### src/tad_pkg.sv
// Purpose: shared constants of the transient acceleration detector
// Assumes: 8-bit register port, signed axis samples
// Notes: offsets, field positions and reset values
package tad_pkg;
   // ***************************************************
   // register offsets
   // ***************************************************
   localparam logic [7:0] TAD_ADDR_CFG = 8'h1D;
   localparam logic [7:0] TAD_ADDR_SRC = 8'h1E;
   localparam logic [7:0] TAD_ADDR_THS = 8'h1F;
   localparam logic [7:0] TAD_ADDR_CNT = 8'h20;
   // ***************************************************
   // configuration fields
   // ***************************************************
   localparam int TAD_CFG_BYP = 0;
   localparam int TAD_CFG_XEFE = 1;
   localparam int TAD_CFG_ELE = 4;
   localparam int TAD_CFG_W = 5;
   // ***************************************************
   // source fields
   // ***************************************************
   localparam int TAD_SRC_POL0 = 0;
   localparam int TAD_SRC_EF0 = 1;
   localparam int TAD_SRC_EA = 6;
   // ***************************************************
   // threshold fields
   // ***************************************************
   localparam int TAD_THS_DBCNTM = 7;
   localparam int TAD_THS_W = 7;
   localparam int TAD_THS_MG = 63;
   // ***************************************************
   // reset values
   // ***************************************************
   localparam logic [7:0] TAD_RST_CFG = 8'h00;
   localparam logic [7:0] TAD_RST_SRC = 8'h00;
   localparam logic [7:0] TAD_RST_THS = 8'h00;
   localparam logic [7:0] TAD_RST_CNT = 8'h00;
endpackage : tad_pkg

### src/tad_smp_if.sv
// Purpose: sample carrier between detector and high-pass filter
// Assumes: one sample strobe per output period
// Notes: filtered values are one bit wider than raw
`timescale 1ns/1ns
`default_nettype none
interface tad_smp_if #(
   parameter int W = 14
);
   logic valid;
   logic signed [W-1:0] raw [3];
   logic filt_valid;
   logic signed [W:0] filt [3];
   modport src (output valid, output raw, input filt_valid, input filt);
   modport hpf (input valid, input raw, output filt_valid, output filt);
endinterface : tad_smp_if
`default_nettype wire

### src/tad_hpf.sv
// Purpose: first-order high-pass filter on three axes
// Assumes: valid pulses once per sample
// Notes: baseline tracks input with gain 2^-K
`timescale 1ns/1ns
`default_nettype none
module tad_hpf
   import tad_pkg::*;
#(
   parameter int W = 14,
   parameter int K = 4
) (
   input wire logic sys_clk_i,
   input wire logic reset_n_i,
   tad_smp_if.hpf s
);
   // ***************************************************
   // per-axis baseline and difference
   // ***************************************************
   logic signed [W+K:0] acc_r [3];
   logic signed [W:0] filt_r [3];
   logic valid_r;
   logic signed [W:0] diff [3];

   for (genvar g = 0; g < 3; g++) begin : g_ax
      assign diff[g] = (W+1)'(s.raw[g]) - (W+1)'(acc_r[g] >>> K);
      assign s.filt[g] = filt_r[g];
   end

   assign s.filt_valid = valid_r;

   always_ff @(posedge sys_clk_i) begin
      if (!reset_n_i) begin
         valid_r <= 1'b0;
         for (int i = 0; i < 3; i++) begin
            acc_r[i] <= '0;
            filt_r[i] <= '0;
         end
      end else begin
         valid_r <= s.valid;
         if (s.valid) begin
            for (int i = 0; i < 3; i++) begin
               acc_r[i] <= acc_r[i] + (W+K+1)'(diff[i]);
               filt_r[i] <= diff[i];
            end
         end
      end
   end
endmodule : tad_hpf
`default_nettype wire

### src/transient_accel_detector.sv
// Purpose: transient acceleration event detector with register port
// Assumes: samples and register strobes on sys_clk_i
// Notes: read data appears one cycle after the read strobe
//
// Notes on behaviour
// - optional high-pass filter removes DC offset; bypass uses raw data.
// - event when any enabled axis exceeds threshold for the debounce count.
// - latch bit clear: event flag follows detection sample by sample.
// - latch bit set: event flag held until source register is read.
// - per-axis enable bits allow or ignore each axis.
// - bypass bit 0 selects filtered data, 1 selects raw data.
// - config holds three reserved, latch, Z/Y/X enables, bypass; resets zero.
// - source reports enabled axis events and their direction.
// - source holds reserved, any-event, then Z/Y/X flag-polarity pairs; resets zero.
// - polarity 0 above positive, 1 below negative; any-event ORs flags.
// - latched freezes flags at trigger; unlatched updates; read clears.
// - condition false: counter decrements in mode 0, clears in mode 1.
// - threshold 7-bit unsigned at 63 mg per step; count 8-bit periods.
`timescale 1ns/1ns
`default_nettype none
module transient_accel_detector
   import tad_pkg::*;
#(
   parameter int W = 14,
   parameter int HPF_K = 4,
   parameter int CNT_W = 8,
   parameter int SAMPLE_UG_PER_LSB = 976
) (
   input wire logic sys_clk_i,
   input wire logic reset_n_i,
   input wire logic sample_valid_i,
   input wire logic signed [W-1:0] accel_x_i,
   input wire logic signed [W-1:0] accel_y_i,
   input wire logic signed [W-1:0] accel_z_i,
   input wire logic [7:0] reg_addr_i,
   input wire logic [7:0] reg_wdata_i,
   input wire logic reg_wr_i,
   input wire logic reg_rd_i,
   output logic [7:0] reg_rdata_o,
   output logic event_flag_o
);
   // ***************************************************
   // constants and helpers
   // ***************************************************
   localparam int THS_STEP = (TAD_THS_MG * 1000) / SAMPLE_UG_PER_LSB;

   function automatic logic [W:0] tad_mag(input logic signed [W:0] v);
      tad_mag = v[W] ? (W+1)'(-v) : v;
   endfunction : tad_mag

   function automatic logic [2:0] tad_pick3(input logic [7:0] w, input int lsb);
      tad_pick3 = {w[lsb+4], w[lsb+2], w[lsb]};
   endfunction : tad_pick3

   // ***************************************************
   // registers
   // ***************************************************
   logic [TAD_CFG_W-1:0] cfg_r;
   logic [7:0] ths_r;
   logic [CNT_W-1:0] count_r;
   logic [2:0] flag_r;
   logic [2:0] pol_r;
   logic [CNT_W-1:0] dbc_r;
   logic live_r;
   logic [7:0] rdata_r;

   // ***************************************************
   // sample path
   // ***************************************************
   tad_smp_if #(.W(W)) smp ();

   assign smp.valid = sample_valid_i;
   assign smp.raw[0] = accel_x_i;
   assign smp.raw[1] = accel_y_i;
   assign smp.raw[2] = accel_z_i;

   tad_hpf #(
      .W(W),
      .K(HPF_K)
   ) u_hpf (
      .sys_clk_i(sys_clk_i),
      .reset_n_i(reset_n_i),
      .s(smp)
   );

   // ***************************************************
   // control decode
   // ***************************************************
   wire byp = cfg_r[TAD_CFG_BYP];
   wire latch = cfg_r[TAD_CFG_ELE];
   wire [2:0] axis_en = cfg_r[TAD_CFG_XEFE +: 3];
   wire cnt_mode = ths_r[TAD_THS_DBCNTM];
   wire [TAD_THS_W-1:0] ths_val = ths_r[TAD_THS_W-1:0];
   wire [31:0] thr = 32'(ths_val) * 32'(THS_STEP);
   wire det_valid = byp ? sample_valid_i : smp.filt_valid;
   wire sel_cfg = reg_addr_i == TAD_ADDR_CFG;
   wire sel_src = reg_addr_i == TAD_ADDR_SRC;
   wire sel_ths = reg_addr_i == TAD_ADDR_THS;
   wire sel_cnt = reg_addr_i == TAD_ADDR_CNT;
   wire src_rd = reg_rd_i & sel_src;
   wire wr_cfg = reg_wr_i & sel_cfg;
   wire wr_ths = reg_wr_i & sel_ths;
   wire wr_cnt = reg_wr_i & sel_cnt;

   // ***************************************************
   // per-axis comparison
   // ***************************************************
   logic signed [W:0] det_val [3];
   logic [2:0] neg;
   logic [2:0] exceed;
   logic [2:0] base_flag;
   logic [2:0] base_pol;
   logic [2:0] load;
   logic [2:0] flag_nxt;
   logic [2:0] pol_nxt;
   logic trig;
   logic base_any;

   for (genvar g = 0; g < 3; g++) begin : g_axis
      assign det_val[g] = byp ? (W+1)'(smp.raw[g]) : smp.filt[g];
      assign neg[g] = det_val[g][W];
      assign exceed[g] = axis_en[g] & (32'(tad_mag(det_val[g])) > thr);
      assign base_flag[g] = src_rd ? 1'b0 : flag_r[g];
      assign base_pol[g] = src_rd ? 1'b0 : pol_r[g];
      assign load[g] = trig & exceed[g] & (~latch | ~base_any);
      assign flag_nxt[g] = load[g] | base_flag[g];
      assign pol_nxt[g] = load[g] ? neg[g] : base_pol[g];
   end

   // ***************************************************
   // debounce
   // ***************************************************
   wire cond = |exceed;
   wire cnt_full = dbc_r == {CNT_W{1'b1}};
   wire [CNT_W-1:0] cnt_inc = cnt_full ? dbc_r : dbc_r + 1'b1;
   wire [CNT_W-1:0] cnt_dec = (dbc_r == '0) ? dbc_r : dbc_r - 1'b1;
   wire reached = cnt_inc >= count_r;
   assign trig = det_valid & cond & reached;
   assign base_any = |base_flag;
   wire [CNT_W-1:0] dbc_fall = cnt_mode ? '0 : cnt_dec;
   wire [CNT_W-1:0] dbc_nxt = ~det_valid ? dbc_r : (cond ? cnt_inc : dbc_fall);

   // ***************************************************
   // read data
   // ***************************************************
   wire any_event_active = |flag_r;
   wire [7:0] src_word = {1'b0, any_event_active, flag_r[2], pol_r[2],
                          flag_r[1], pol_r[1], flag_r[0], pol_r[0]};
   wire [7:0] cfg_word = {3'h0, cfg_r};
   wire [7:0] rd_mux = sel_cfg ? cfg_word :
                       sel_src ? src_word :
                       sel_ths ? ths_r :
                       sel_cnt ? 8'(count_r) : 8'h00;

   assign reg_rdata_o = rdata_r;
   assign event_flag_o = latch ? any_event_active : live_r;

   // ***************************************************
   // configuration registers
   // ***************************************************
   always_ff @(posedge sys_clk_i) begin
      if (!reset_n_i) begin
         cfg_r <= TAD_RST_CFG[TAD_CFG_W-1:0];
      end else if (wr_cfg) begin
         cfg_r <= reg_wdata_i[TAD_CFG_W-1:0];
      end
   end

   always_ff @(posedge sys_clk_i) begin
      if (!reset_n_i) begin
         ths_r <= TAD_RST_THS;
      end else if (wr_ths) begin
         ths_r <= reg_wdata_i;
      end
   end

   always_ff @(posedge sys_clk_i) begin
      if (!reset_n_i) begin
         count_r <= CNT_W'(TAD_RST_CNT);
      end else if (wr_cnt) begin
         count_r <= CNT_W'(reg_wdata_i);
      end
   end

   // ***************************************************
   // source and detection state
   // ***************************************************
   always_ff @(posedge sys_clk_i) begin
      if (!reset_n_i) begin
         flag_r <= tad_pick3(TAD_RST_SRC, TAD_SRC_EF0);
         pol_r <= tad_pick3(TAD_RST_SRC, TAD_SRC_POL0);
      end else begin
         flag_r <= flag_nxt;
         pol_r <= pol_nxt;
      end
   end

   always_ff @(posedge sys_clk_i) begin
      if (!reset_n_i) begin
         dbc_r <= '0;
      end else begin
         dbc_r <= dbc_nxt;
      end
   end

   always_ff @(posedge sys_clk_i) begin
      if (!reset_n_i) begin
         live_r <= 1'b0;
      end else if (det_valid) begin
         live_r <= cond & reached;
      end
   end

   always_ff @(posedge sys_clk_i) begin
      if (!reset_n_i) begin
         rdata_r <= 8'h00;
      end else if (reg_rd_i) begin
         rdata_r <= rd_mux;
      end
   end
endmodule : transient_accel_detector
`default_nettype wire
### config.mk
export PLATFORM = sky130hd
export DESIGN_NAME = transient_accel_detector
export DESIGN_NICKNAME = d
export VERILOG_FILES = /design/src/tad_pkg.sv /design/src/tad_smp_if.sv /design/src/tad_hpf.sv /design/src/transient_accel_detector.sv
export SDC_FILE = /design/constraint.sdc
export NUM_CORES = 1
export LEC_CHECK = 0
export BUFFER_PORTS_ARGS = -buffer_cell sky130_fd_sc_hd__buf_2
export CORE_MARGIN = 2
export CORE_UTILIZATION = 37
export CTS_CLUSTER_SIZE = 24
export DETAILED_ROUTE_END_ITERATION = 16
export PLACE_DENSITY = 0.64
export SKIP_LAST_GASP = 1
export SLEW_MARGIN = 10
export SYNTH_ARGS = -nofsm -noshare
export SYNTH_HDL_FRONTEND = slang
export SYNTH_SLANG_ARGS = --single-unit
### constraint.sdc
create_clock -name sys_clk_i -period 7.6 [get_ports sys_clk_i]
set_clock_uncertainty 0.2 [all_clocks]
set_input_delay 0.76 -clock sys_clk_i [delete_from_list [all_inputs] [get_ports sys_clk_i]]
set_output_delay 0.76 -clock sys_clk_i [all_outputs]
set_load 0.02 [all_outputs]
* After elaboration in Yosys (flattened, before gate mapping) *
Memories as Yosys holds them, arrays and structs flattened.
Cells that the tools add are included.

word-level totals
  word-level logic and storage cells = 103
  output and inout bits = 9
  input port bits = 63
  memory bits (writable) = 102
  register bits after elaboration = 45
  memories = 2

memory list
  memory        words  bits a word  read ports  clocked after Yosys merged registers in  wr ports  RTL line       RTL
  u_hpf.acc_r   3      19           3           0                                        3         tad_hpf.sv:19  logic signed [W+K:0] acc_r [3];
  u_hpf.filt_r  3      15           3           0                                        3         tad_hpf.sv:20  logic signed [W:0] filt_r [3];

cells by class
  magnitude comparators = 4
  reductions and logical operators = 8
  equality and inequality tests = 6
  add/subtract/negate cells = 11
  mux-type cells = 33
  bitwise logic cells = 28

operators with widths
  cell                 number
  $mux 15              9
  $mux 8               8
  $add 19x15->19       3
  $mux 19              3
  $gt 15x13->1         3
  $neg 15->15          3
  $sub 14x15->15       3
  $eq 8x5->1 const B   3
  $and 1x1->1          16
  $mux 1               13
  $or 1x1->1           10
  $reduce_or 3->1      3
  $add 8x1->8 const B  1
  $eq 8x6->1 const B   1
  $eq 8x8->1 const B   1
  $ge 8x8->1           1
  $logic_not 8->1      1
  $sub 8x1->8 const B  1
  $reduce_bool 2->1    3
  $ne 3x3->1 const B   1
  $not 1->1            2
  $reduce_and 2->1     1

* Longest topological paths before layout *
Gate-level depths: netlist of the first run.
An unclocked memory read counts as a cell.

  depth after elaboration = 12
  depth in mapped cells = 20
  gate-level depth less buffers = 19

* Modules after synthesis *
From an unflattened synthesis of the first run, not the netlist that was laid out.

second synthesis, totals
  cells, all modules = 1430
  area total of the unflattened synthesis = 12710.9 um^2

modules (own cells, without submodules)
  module                    area each (um^2)  instances  seq. area each (um^2)  cells each
  tad_hpf                   8071.5            1          3083.0                 807
  transient_accel_detector  4639.4            1          880.8                  623

* Least setup slack after synthesis of the first run *
Ideal clock, no wire load.

  path type = in2reg
  from = input accel_z_i[0]
  to = memory u_hpf.acc_r[0][56] (netlist name) (data pin)
  setup time = 266 ps
  data arrival time = 4242 ps
  cell stages on the path = 18
  path slack = 2892 ps
  path through = inv_1 -> ha_1 -> inv_1 -> fa_1 -> a211oi_1 -> o21bai_1 -> a31o_2 -> a211o_1 -> a31o_2 -> a21o_1 -> xnor2_1 -> ha_1 -> o21ai_0 -> nor2_1 -> a211oi_1 -> nor3_1 -> xnor2_1 -> nor2_1

RTL lines
  what         RTL line                        RTL
  from (decl)  transient_accel_detector.sv:34  input wire logic signed [W-1:0] accel_z_i,
  to (decl)    tad_hpf.sv:19

* Worst setup path after layout of the first run *
  from = register cfg_r[0]
  to = register dbc_r[1]

between the ends
  longest elaborated chain between the ends = 8
  elaborated cells on any way between the ends = 20

RTL lines
  what                               RTL line                         RTL
  from (decl)                        transient_accel_detector.sv:58   logic [TAD_CFG_W-1:0] cfg_r;
  from (signal assigned)             transient_accel_detector.sv:163  cfg_r <= TAD_RST_CFG[TAD_CFG_W-1:0];
  from (signal assigned)             transient_accel_detector.sv:165  cfg_r <= reg_wdata_i[TAD_CFG_W-1:0];
  $mux 15                            transient_accel_detector.sv:120  assign det_val[g] = byp ? (W+1)'(smp.raw[g]) : smp.filt[g];
  $neg 15->15                        transient_accel_detector.sv:48   tad_mag = v[W] ? (W+1)'(-v) : v;
  $mux 15                            transient_accel_detector.sv:48
  $gt 15x13->1                       transient_accel_detector.sv:122  assign exceed[g] = axis_en[g] & (32'(tad_mag(det_val[g])) > thr);
  $and 1x1->1                        transient_accel_detector.sv:122
  $reduce_or 3->1                    transient_accel_detector.sv:133  wire cond = |exceed;
  $ne 3x3->1 (no source line)        --
  $reduce_and 2->1 (no source line)  --
  to (signal assigned)               transient_accel_detector.sv:202  dbc_r <= dbc_nxt;
  to (decl)                          transient_accel_detector.sv:63   logic [CNT_W-1:0] dbc_r;

Parallel ways exist; a longest one is shown, timed or not.
A chain may end at the register's enable or synchronous reset.

==> summary.txt, run 1 <==
mux cell area share after synthesis = 4.928%
Crit path required time = 7730 ps
Mapped Cells = 1395
ratio of cells with drive above 1 in the final layout = 10.14%
Post-Syn Area = 0.01239 mm²
Setup crit start = cfg_r[0]
DR vias/cell = 5.426
CTS tree = built
PwrDens = 430.5 mW/mm²
main flop type after synthesis = edfxtp_1
routed length per instance = 15.96 µm
cts repair resizes = 0
Final min period = 5199 ps
Starting Density = 37.23%
CP Capture Type = register
slew at the pin closest to its max-slew limit = 1214 ps
Multi-input gate area = 0.007928 mm²
Post-synth EDFFs = 102
top post-synthesis cells by count = nor2_1, ha_1, a21oi_1, edfxtp_1, inv_1
Setup CP Type = register to register
Netlist cell types = 78
grt total ovfl = 0
Internal = 0.003228 W
first-pass GRT wire length = 50780 µm
DRT Pass-1 Iters = 6
Layout area overhead = 10.92%
Register Area = 0.003968 mm²
largest net degree at the start of global routing = 71
die area = 0.03497 mm²
routability cong. = 0.8619
Max Cap Viol = 0
share of total power in combinational logic = 64.3%
sequential share of the synthesized area = 31.99%
H-Tree Level Count = 4
Clock Tree Buf Depth = 2
clk sink count = 147
Post-Route WL = 30480 µm
largest family of logic cells by synthesized area = simple AND/OR/NAND/NOR gates
Post-Synth Adder-Cell Area = 14.20%
reg-to-reg startpoint = cfg_r[0]
Relative slew margins = 19.01%
Pins Over Slew Limit = 0
status = completed
GRT Util Overall = 17.75%
Synth Area in Simple Gates = 19.58%
Hold-fix buffers, CTS = 0
num ports = 72
setup_tns = 0 ps
fin crit share = 68.41%
Avg Inst Size Synth = 8.882 µm²
initial antenna violation count = 4
Post-Synth XOR/XNOR Area = 7.493%
startpoint type of the worst setup path = register
Yosys top cell area share = 24.72%
final instance area = 0.01374 mm²
Worst-Skew Late Latency = 440 ps
largest area contributor in the netlist = edfxtp_1
Max FO, Critical Path = 70
P_sw = 0.002688 W
Mapped Nets = 1595
RSZ-0062 raised after global routing = false
Finish-stage setup viols = 0
PortBufs = 71
Clock transition at path regs = 70 ps
Leak = 5.581 nW
post-synthesis compound-gate area fraction = 17.70%
Iter 0 DRT Violations = 723
Final #Nets = 1646
Filler cells = 3306
top cells by area, synth = edfxtp_1, ha_1, dfxtp_1, xnor2_1, nor2_1
total number of vias = 10363
DRC viols = 0
postcts setup bufs = 0
sequential share of power = 21.7%
Core ar. = 0.03328 mm²
FF+latch count, synth = 147
min-delay src = live_r
most common cell in the netlist = nor2_1
Max Clk Rate = 0.1923 GHz
clock root cell = clkbuf_16
yosys warns = 0
vias in the first global route = 10072
Critical Path AT = 5330 ps
Hold WC Path Type = register to register
Clk network pwr share = 14.1%
Core Rows = 67
hpwl dp = 23090 µm
Post-DRT Antenna Nets = 0
Hold Fails Final Rpt = 0
Die X = 187.0 µm
switch share = 45.43%
Num CTS Buffers = 17
Post-synth ARST share = 0%
Die H = 187.0 µm
Area after DPL = 0.01317 mm²
Peak VDD IR = 0.1872 mV
==> placed cells by master (no fill, tap or decap), types with 8 or more instances in the layout <==
cell type  synthesis  routed
dfxtp_1           45      44
a31oi_1            8       8
nor2_1           140     140
edfxtp_1         102     102
nor3_1            46      46
nand4_1            9       9
ha_1             131     131
nand2b_1          17      16
a21oi_1          103     103
nand2_1           77      76
o31ai_1           10      10
buf_2              8      71
and3_1            24      24
a21o_1            32      32
o21bai_1           8       8
or3_1             16      16
a211oi_1          39      39
mux2i_1           43      43
mux2_2            13      13
inv_1             87      87
o21ai_0           66      66
clkbuf_16          0      17
nor2b_1           18      18
and2_1            44      44
xor2_1            45      45
nor4_1             9       9
xnor2_1           61      61
nand3_1           40      40
==> power by group through the flow <==
stage / clock, W / combinational [W] / sequential (W)
after floorplan: 0 / 0.00308 / 0.00124
after global placement: 0 / 0.00369 / 0.00129
after detailed placement: 0 / 0.00375 / 0.00130
after CTS: 0.000849 / 0.00378 / 0.00128
after global routing: 0.000876 / 0.00432 / 0.00131
final: 0.000831 / 0.00380 / 0.00128
==> path summary, 6_finish.rpt <==
| kind | end | slack [ps] | cells after the start |
|---|---|---|---|
| max | dbc_r[1] | 2400 | 15 |
| min | live_r | 260 | 2 |
| max reg2reg | dbc_r[1] | 2400 | 15 |
| min reg2reg | live_r | 260 | 2 |
==> critical path, cell delays in order (launching register included) <==
cell	delay [ps]
dfxtp_4	830
nor4b_1	510
o211ai_1	270
or2_2	340
o21ai_0	200
xor2_1	180
ha_1	260
o21a_1	100
o21ai_0	210
a21oi_1	80
a211oi_1	370
nor3_1	170
o31ai_4	330
nand3_2	320
or3_1	400
a311oi_1	240
==> kinds of logic (layout without fill, tap and decap cells) <==
kind of cell             Yosys count  after routing
AND/OR/NAND/NOR                  479            479
AO/OA/AOI/OAI                    337            337
flip-flops                       147            147
adder cells (fa/ha/maj)          137            137
buffers and inverters            131            195
XOR/XNOR                         106            106
multiplexers                      58             58
other                              0              3
==> state kept, by name, indices dropped and copies added (netlist names) <==
| name | flops |
|---|---|
| cfg_r | 5 |
| count_r | 8 |
| dbc_r | 8 |
| flag_r | 3 |
| live_r | 1 |
| pol_r | 3 |
| reg_rdata_o | 8 |
| ths_r | 8 |
| u_hpf.acc_r | 57 |
| u_hpf.filt_r | 45 |
| u_hpf.s.filt_valid | 1 |
==> metal layers <==
metal,up-vias,global-route usage (%),part of all wire (%),routed length (µm)
li1,5226,-,-,-
met1,4837,23.74,48,14620
met2,254,29.43,46,13930
met3,44,2.664,4.2,1290
met4,2,5.769,2.1,631
met5,-,0,0.043,13
==> cell type report <==
type | count | area share, %
Multi-Input combinational cell | 1117 | 57.68
Tap cell | 448 | 4.079
Sequential cell | 147 | 28.87
Clock inverter | 15 | 1.011
Clock buffer | 17 | 3.095
Inverter | 88 | 2.403
Timing Repair Buffer | 75 | 2.804
Antenna cell | 3 | 0.05462
==> metrics by stage <==
stage / utilization (%) / power [W] / hold WS, ps / cells / setup WS (ps)
final: 41.29 / 0.005916 / 256.8 / 1910 / 2401
after CTS: 41.27 / 0.005909 / 257.9 / 1907 / 2397
after floorplan: - / 0.004323 / 232.2 / 1395 / 2892
after detailed placement: 39.58 / 0.005043 / 247.3 / 1875 / 2350
after global routing: 41.29 / 0.006504 / 291.2 / 1909 / 1999
after global placement: 39.58 / 0.004977 / 241.9 / 1875 / 2439
No activity file was read; power rests on OpenSTA's default activity.
==> inputs of run 2 (changes only) <==
--- a/config.mk
+++ b/config.mk
@@ -5,6 +5,7 @@
 export SDC_FILE = /design/constraint.sdc
 export NUM_CORES = 1
 export LEC_CHECK = 0
+export ABC_AREA = 1
 export BUFFER_PORTS_ARGS = -buffer_cell sky130_fd_sc_hd__buf_2
 export CORE_MARGIN = 2
 export CORE_UTILIZATION = 37
==> constraint.sdc (replaced) <==
create_clock -name sys_clk_i -period 4.8 [get_ports sys_clk_i]
set_clock_uncertainty 0.2 [all_clocks]
set_input_delay 0.48 -clock sys_clk_i [delete_from_list [all_inputs] [get_ports sys_clk_i]]
set_output_delay 0.48 -clock sys_clk_i [all_outputs]
set_load 0.02 [all_outputs]
==> run 2 against run 1 <==
  * Setup slack worse by 1800 ps
  * Power grew 60%
  * Critical path depth increased by 4
  * Largest power group unchanged
  * Register-to-register slack lost 1800 ps
  * Largest cell class unchanged
  * Sequential share of layout area decreased by 0.65 points
  * Clock power increased by 67%
  * Non-clock buffer count increased by 6
  * Critical endpoint is now u_hpf.acc_r[0][56]
==> summary.txt, run 2 <==
largest reg by FF count = u_hpf.acc_r
sequential share of the synthesized area = 31.37% (-0.62 points)
Design Power = 0.009479 W (+60%)
R2R Setup Slk = 600 ps (-1800 ps)
final worst-path setup slack = 604.5 ps (-1796 ps)
largest net degree at the start of global routing = 60 (-15%)
Setup CP Type = register to register
Starting Density = 37.59% (+0.35 points)
clk sink count = 147 (unchanged)
die area = 0.03564 mm² (+1.9%)
Core Rows = 67 (unchanged)
H-Tree Level Count = 4 (unchanged)
CP Capture Type = register
DRT Pass-1 Iters = 5 (-1)
Post-Route WL = 31270 µm (+2.6%)
Worst-Skew Late Latency = 430 ps (about the same)
cells along the critical path = ha_1, inv_1, fa_1, nand2_1, inv_1, o21ai_0, nand2_1, a21oi_1, o21ai_0, xor2_1, inv_1, ha_1, nand4_1, inv_1, nand4_1, nor3_1, a2111oi_0, o21ai_0, a21oi_1
Netlist cell types = 54 (-31%)
Hold WC Path Type = input port to register
Max FO, Critical Path = 6 (-91%)
most common cell after layout, fill and taps aside = nand2_1
Hold-fix buffers, CTS = 0 (unchanged)
DRC viols = 0 (unchanged)
setup_tns = 0 ps (unchanged)
Mapped Cells = 1761 (+26%)
Peak VDD IR = 0.3068 mV (+64%)
routability cong. = 0.9026 (+4.7%)
yosys warns = 0 (unchanged)
Layout area overhead = 11.20%
FF+latch count, synth = 147 (unchanged)
GRT Util Overall = 17.80% (+0.050 points)
Max Cap Viol = 0 (unchanged)
final std cells w/o fill = 2290 (+20%)
Core ar. = 0.03362 mm² (+1.0%)
CTS tree = built
grt total ovfl = 0 (unchanged)
most common cell in the netlist = nand2_1
Post-Synth Adder-Cell Area = 13.92% (-0.27 points)
ratio of cells with drive above 1 in the final layout = 7.818% (-2.3 points)
Post-synth ARST share = 0% (unchanged)
startpoint type of the worst setup path = register
ant diodes = 0 (-3)
slew at the pin closest to its max-slew limit = 771.0 ps (-442.6 ps)
PortBufs = 71 (unchanged)
placed cells = 2258 (+20%)
clock root cell = clkbuf_16
routed length per instance = 13.66 µm (-14%)
Relative slew margins = 48.60% (+30 points)
Worst path most repeated cell = inv_1
cts repair resizes = 0 (unchanged)
Die X = 188.8 µm (+0.96%)
top post-synthesis cells by count = nand2_1, inv_1, a21oi_1, nor2_1, ha_1
Final #Nets = 2029 (+23%)
largest area contributor in the netlist = edfxtp_1
num ports = 72 (unchanged)
Mapped Nets = 1961 (+23%)
hpwl dp = 24240 µm (+5.0%)
Leak = 6.875 nW (+23%)
min-delay src = reg_wdata_i[7]
Finish-stage setup viols = 0 (unchanged)
top flop regs = u_hpf.acc_r (57), u_hpf.filt_r (45)
Die H = 188.8 µm (+0.96%)
Setup crit start = u_hpf.acc_r[0][42]
Clock transition at path regs = 70 ps (about the same)
Critical Path AT = 4280 ps (-1050 ps)
Crit path required time = 4890 ps (-2840 ps)
Hold Fails Final Rpt = 0 (unchanged)
slowest cell on the critical path = a2111oi_0
Clock Tree Buf Depth = 2 (unchanged)
mux cell area share after synthesis = 0.07922% (-4.8 points)
max reg flops = 57 (unchanged)
Max Clk Rate = 0.2384 GHz (+24%)
Synth Area in Simple Gates = 22.39% (+2.8 points)
Avg Inst Size Synth = 7.175 µm² (-19%)
PwrDens = 674.6 mW/mm² (+57%)
Post-Syn Area = 0.01263 mm² (+2.0%)
RSZ-0062 raised after global routing = false
Final min period = 4195 ps (-1004 ps)
first-pass GRT wire length = 51610 µm (+1.6%)
Yosys top cell area share = 24.24% (-0.48 points)
Iter 0 DRT Violations = 641 (-11%)
Post-Synth XOR/XNOR Area = 4.644% (-2.8 points)
Filler cells = 3469 (+4.9%)
Pins Over Slew Limit = 0 (unchanged)
Post-synth EDFFs = 102 (unchanged)
reg-to-reg startpoint = u_hpf.acc_r[0][42]
status = completed
postcts setup bufs = 0 (unchanged)
fin crit share = 87.41% (+19 points)
total number of vias = 11322 (+9.3%)
most frequent cells in the layout = nand2_1, inv_1, a21oi_1, nor2_1, ha_1
largest family of logic cells by synthesized area = simple AND/OR/NAND/NOR gates
main flop type after synthesis = edfxtp_1
DP Worst Slack = 345.2 ps (-2005 ps)
Num CTS Buffers = 17 (unchanged)
CP max stage delay = 530 ps (-300 ps)
vias in the first global route = 10594 (+5.2%)
DR vias/cell = 4.944 (-8.9%)
top cells by area, synth = edfxtp_1, ha_1, nand2_1, inv_1, a21oi_1
Post-DRT Antenna Nets = 0 (unchanged)
initial antenna violation count = 0 (-4)
post-synthesis compound-gate area fraction = 17.27% (-0.43 points)
run 2: cell count changes after synthesis, sizes merged, moves of 47 or more:
| cell | before | now |
|---|---|---|
| a21oi | 103 | 188 |
| inv | 88 | 293 |
| o21ai | 68 | 130 |
| nand2 | 77 | 422 |
| xnor2 | 61 | 14 |
run 2: kinds of logic (layout without fill, tap and decap cells):
kind of cell             count (synthesis)  count (layout)
multiplexers                             1               1
AO/OA/AOI/OAI                          394             394
AND/OR/NAND/NOR                        689             689
buffers and inverters                  326             407
XOR/XNOR                                67              67
flip-flops                             147             147
adder cells (fa/ha/maj)                137             137
run 2: final cells by class:
type / instances / area [µm²] / area share [%]
clock buffer: 20 / 436.7 / 3.108
clock inverter: 12 / 156.4 / 1.113
inverter: 294 / 1104 / 7.855
multi-input combinational: 1288 / 7372 / 52.47
sequential: 147 / 3965 / 28.22
tap: 448 / 560.5 / 3.990
timing repair buffer: 81 / 455.4 / 3.242
run 2: per-stage QoR:
step | instance area, µm² | hold slack (ps) | utilization [%]
6_report | 14050 | 151.0 | 41.79
5_1_grt | 14050 | 168.2 | 41.79
4_1_cts | 14050 | 140.4 | 41.79
3_5_place_dp | 13460 | 254.1 | 40.03
3_3_place_gp | 13460 | 252.1 | 40.03
2_1_floorplan | 12630 | 249.8 | -
run 2: path summary, 6_finish.rpt:
kind,to,depth (start not counted)
setup reg to reg,u_hpf.acc_r[0][56],19
setup / recovery,u_hpf.acc_r[0][56],19
hold / removal,ths_r[7],3
hold reg to reg,reg_rdata_o[5],2
run 2: worst max-delay path: cells and delay by family, from the launching register on:
kind | cells | cell delay, ps
xor+xnor | 1 | 310
compound gates | 6 | 1470
fa+ha+maj | 3 | 910
flops | 1 | 370
simple gates | 5 | 460
buf+inv | 4 | 330
run 2: per-layer routing:
| layer | GRT usage [%] | wire length [µm] | vias to the layer above |
|---|---|---|---|
| li1 | - | - | 5957 |
| met1 | 23.74 | 14900 | 5090 |
| met2 | 29.89 | 14490 | 242 |
| met3 | 2.812 | 1345 | 33 |
| met4 | 4.808 | 531 | 0 |
| met5 | 0 | 0 | - |
run 2: report_power, final:
part	total, W	switching [W]	internal, W	leakage, nW
clock network	0.00139	0.000572	0.000820	0.279
registers	0.00198	0.000186	0.00180	1.49
logic	0.00610	0.00388	0.00222	5.11
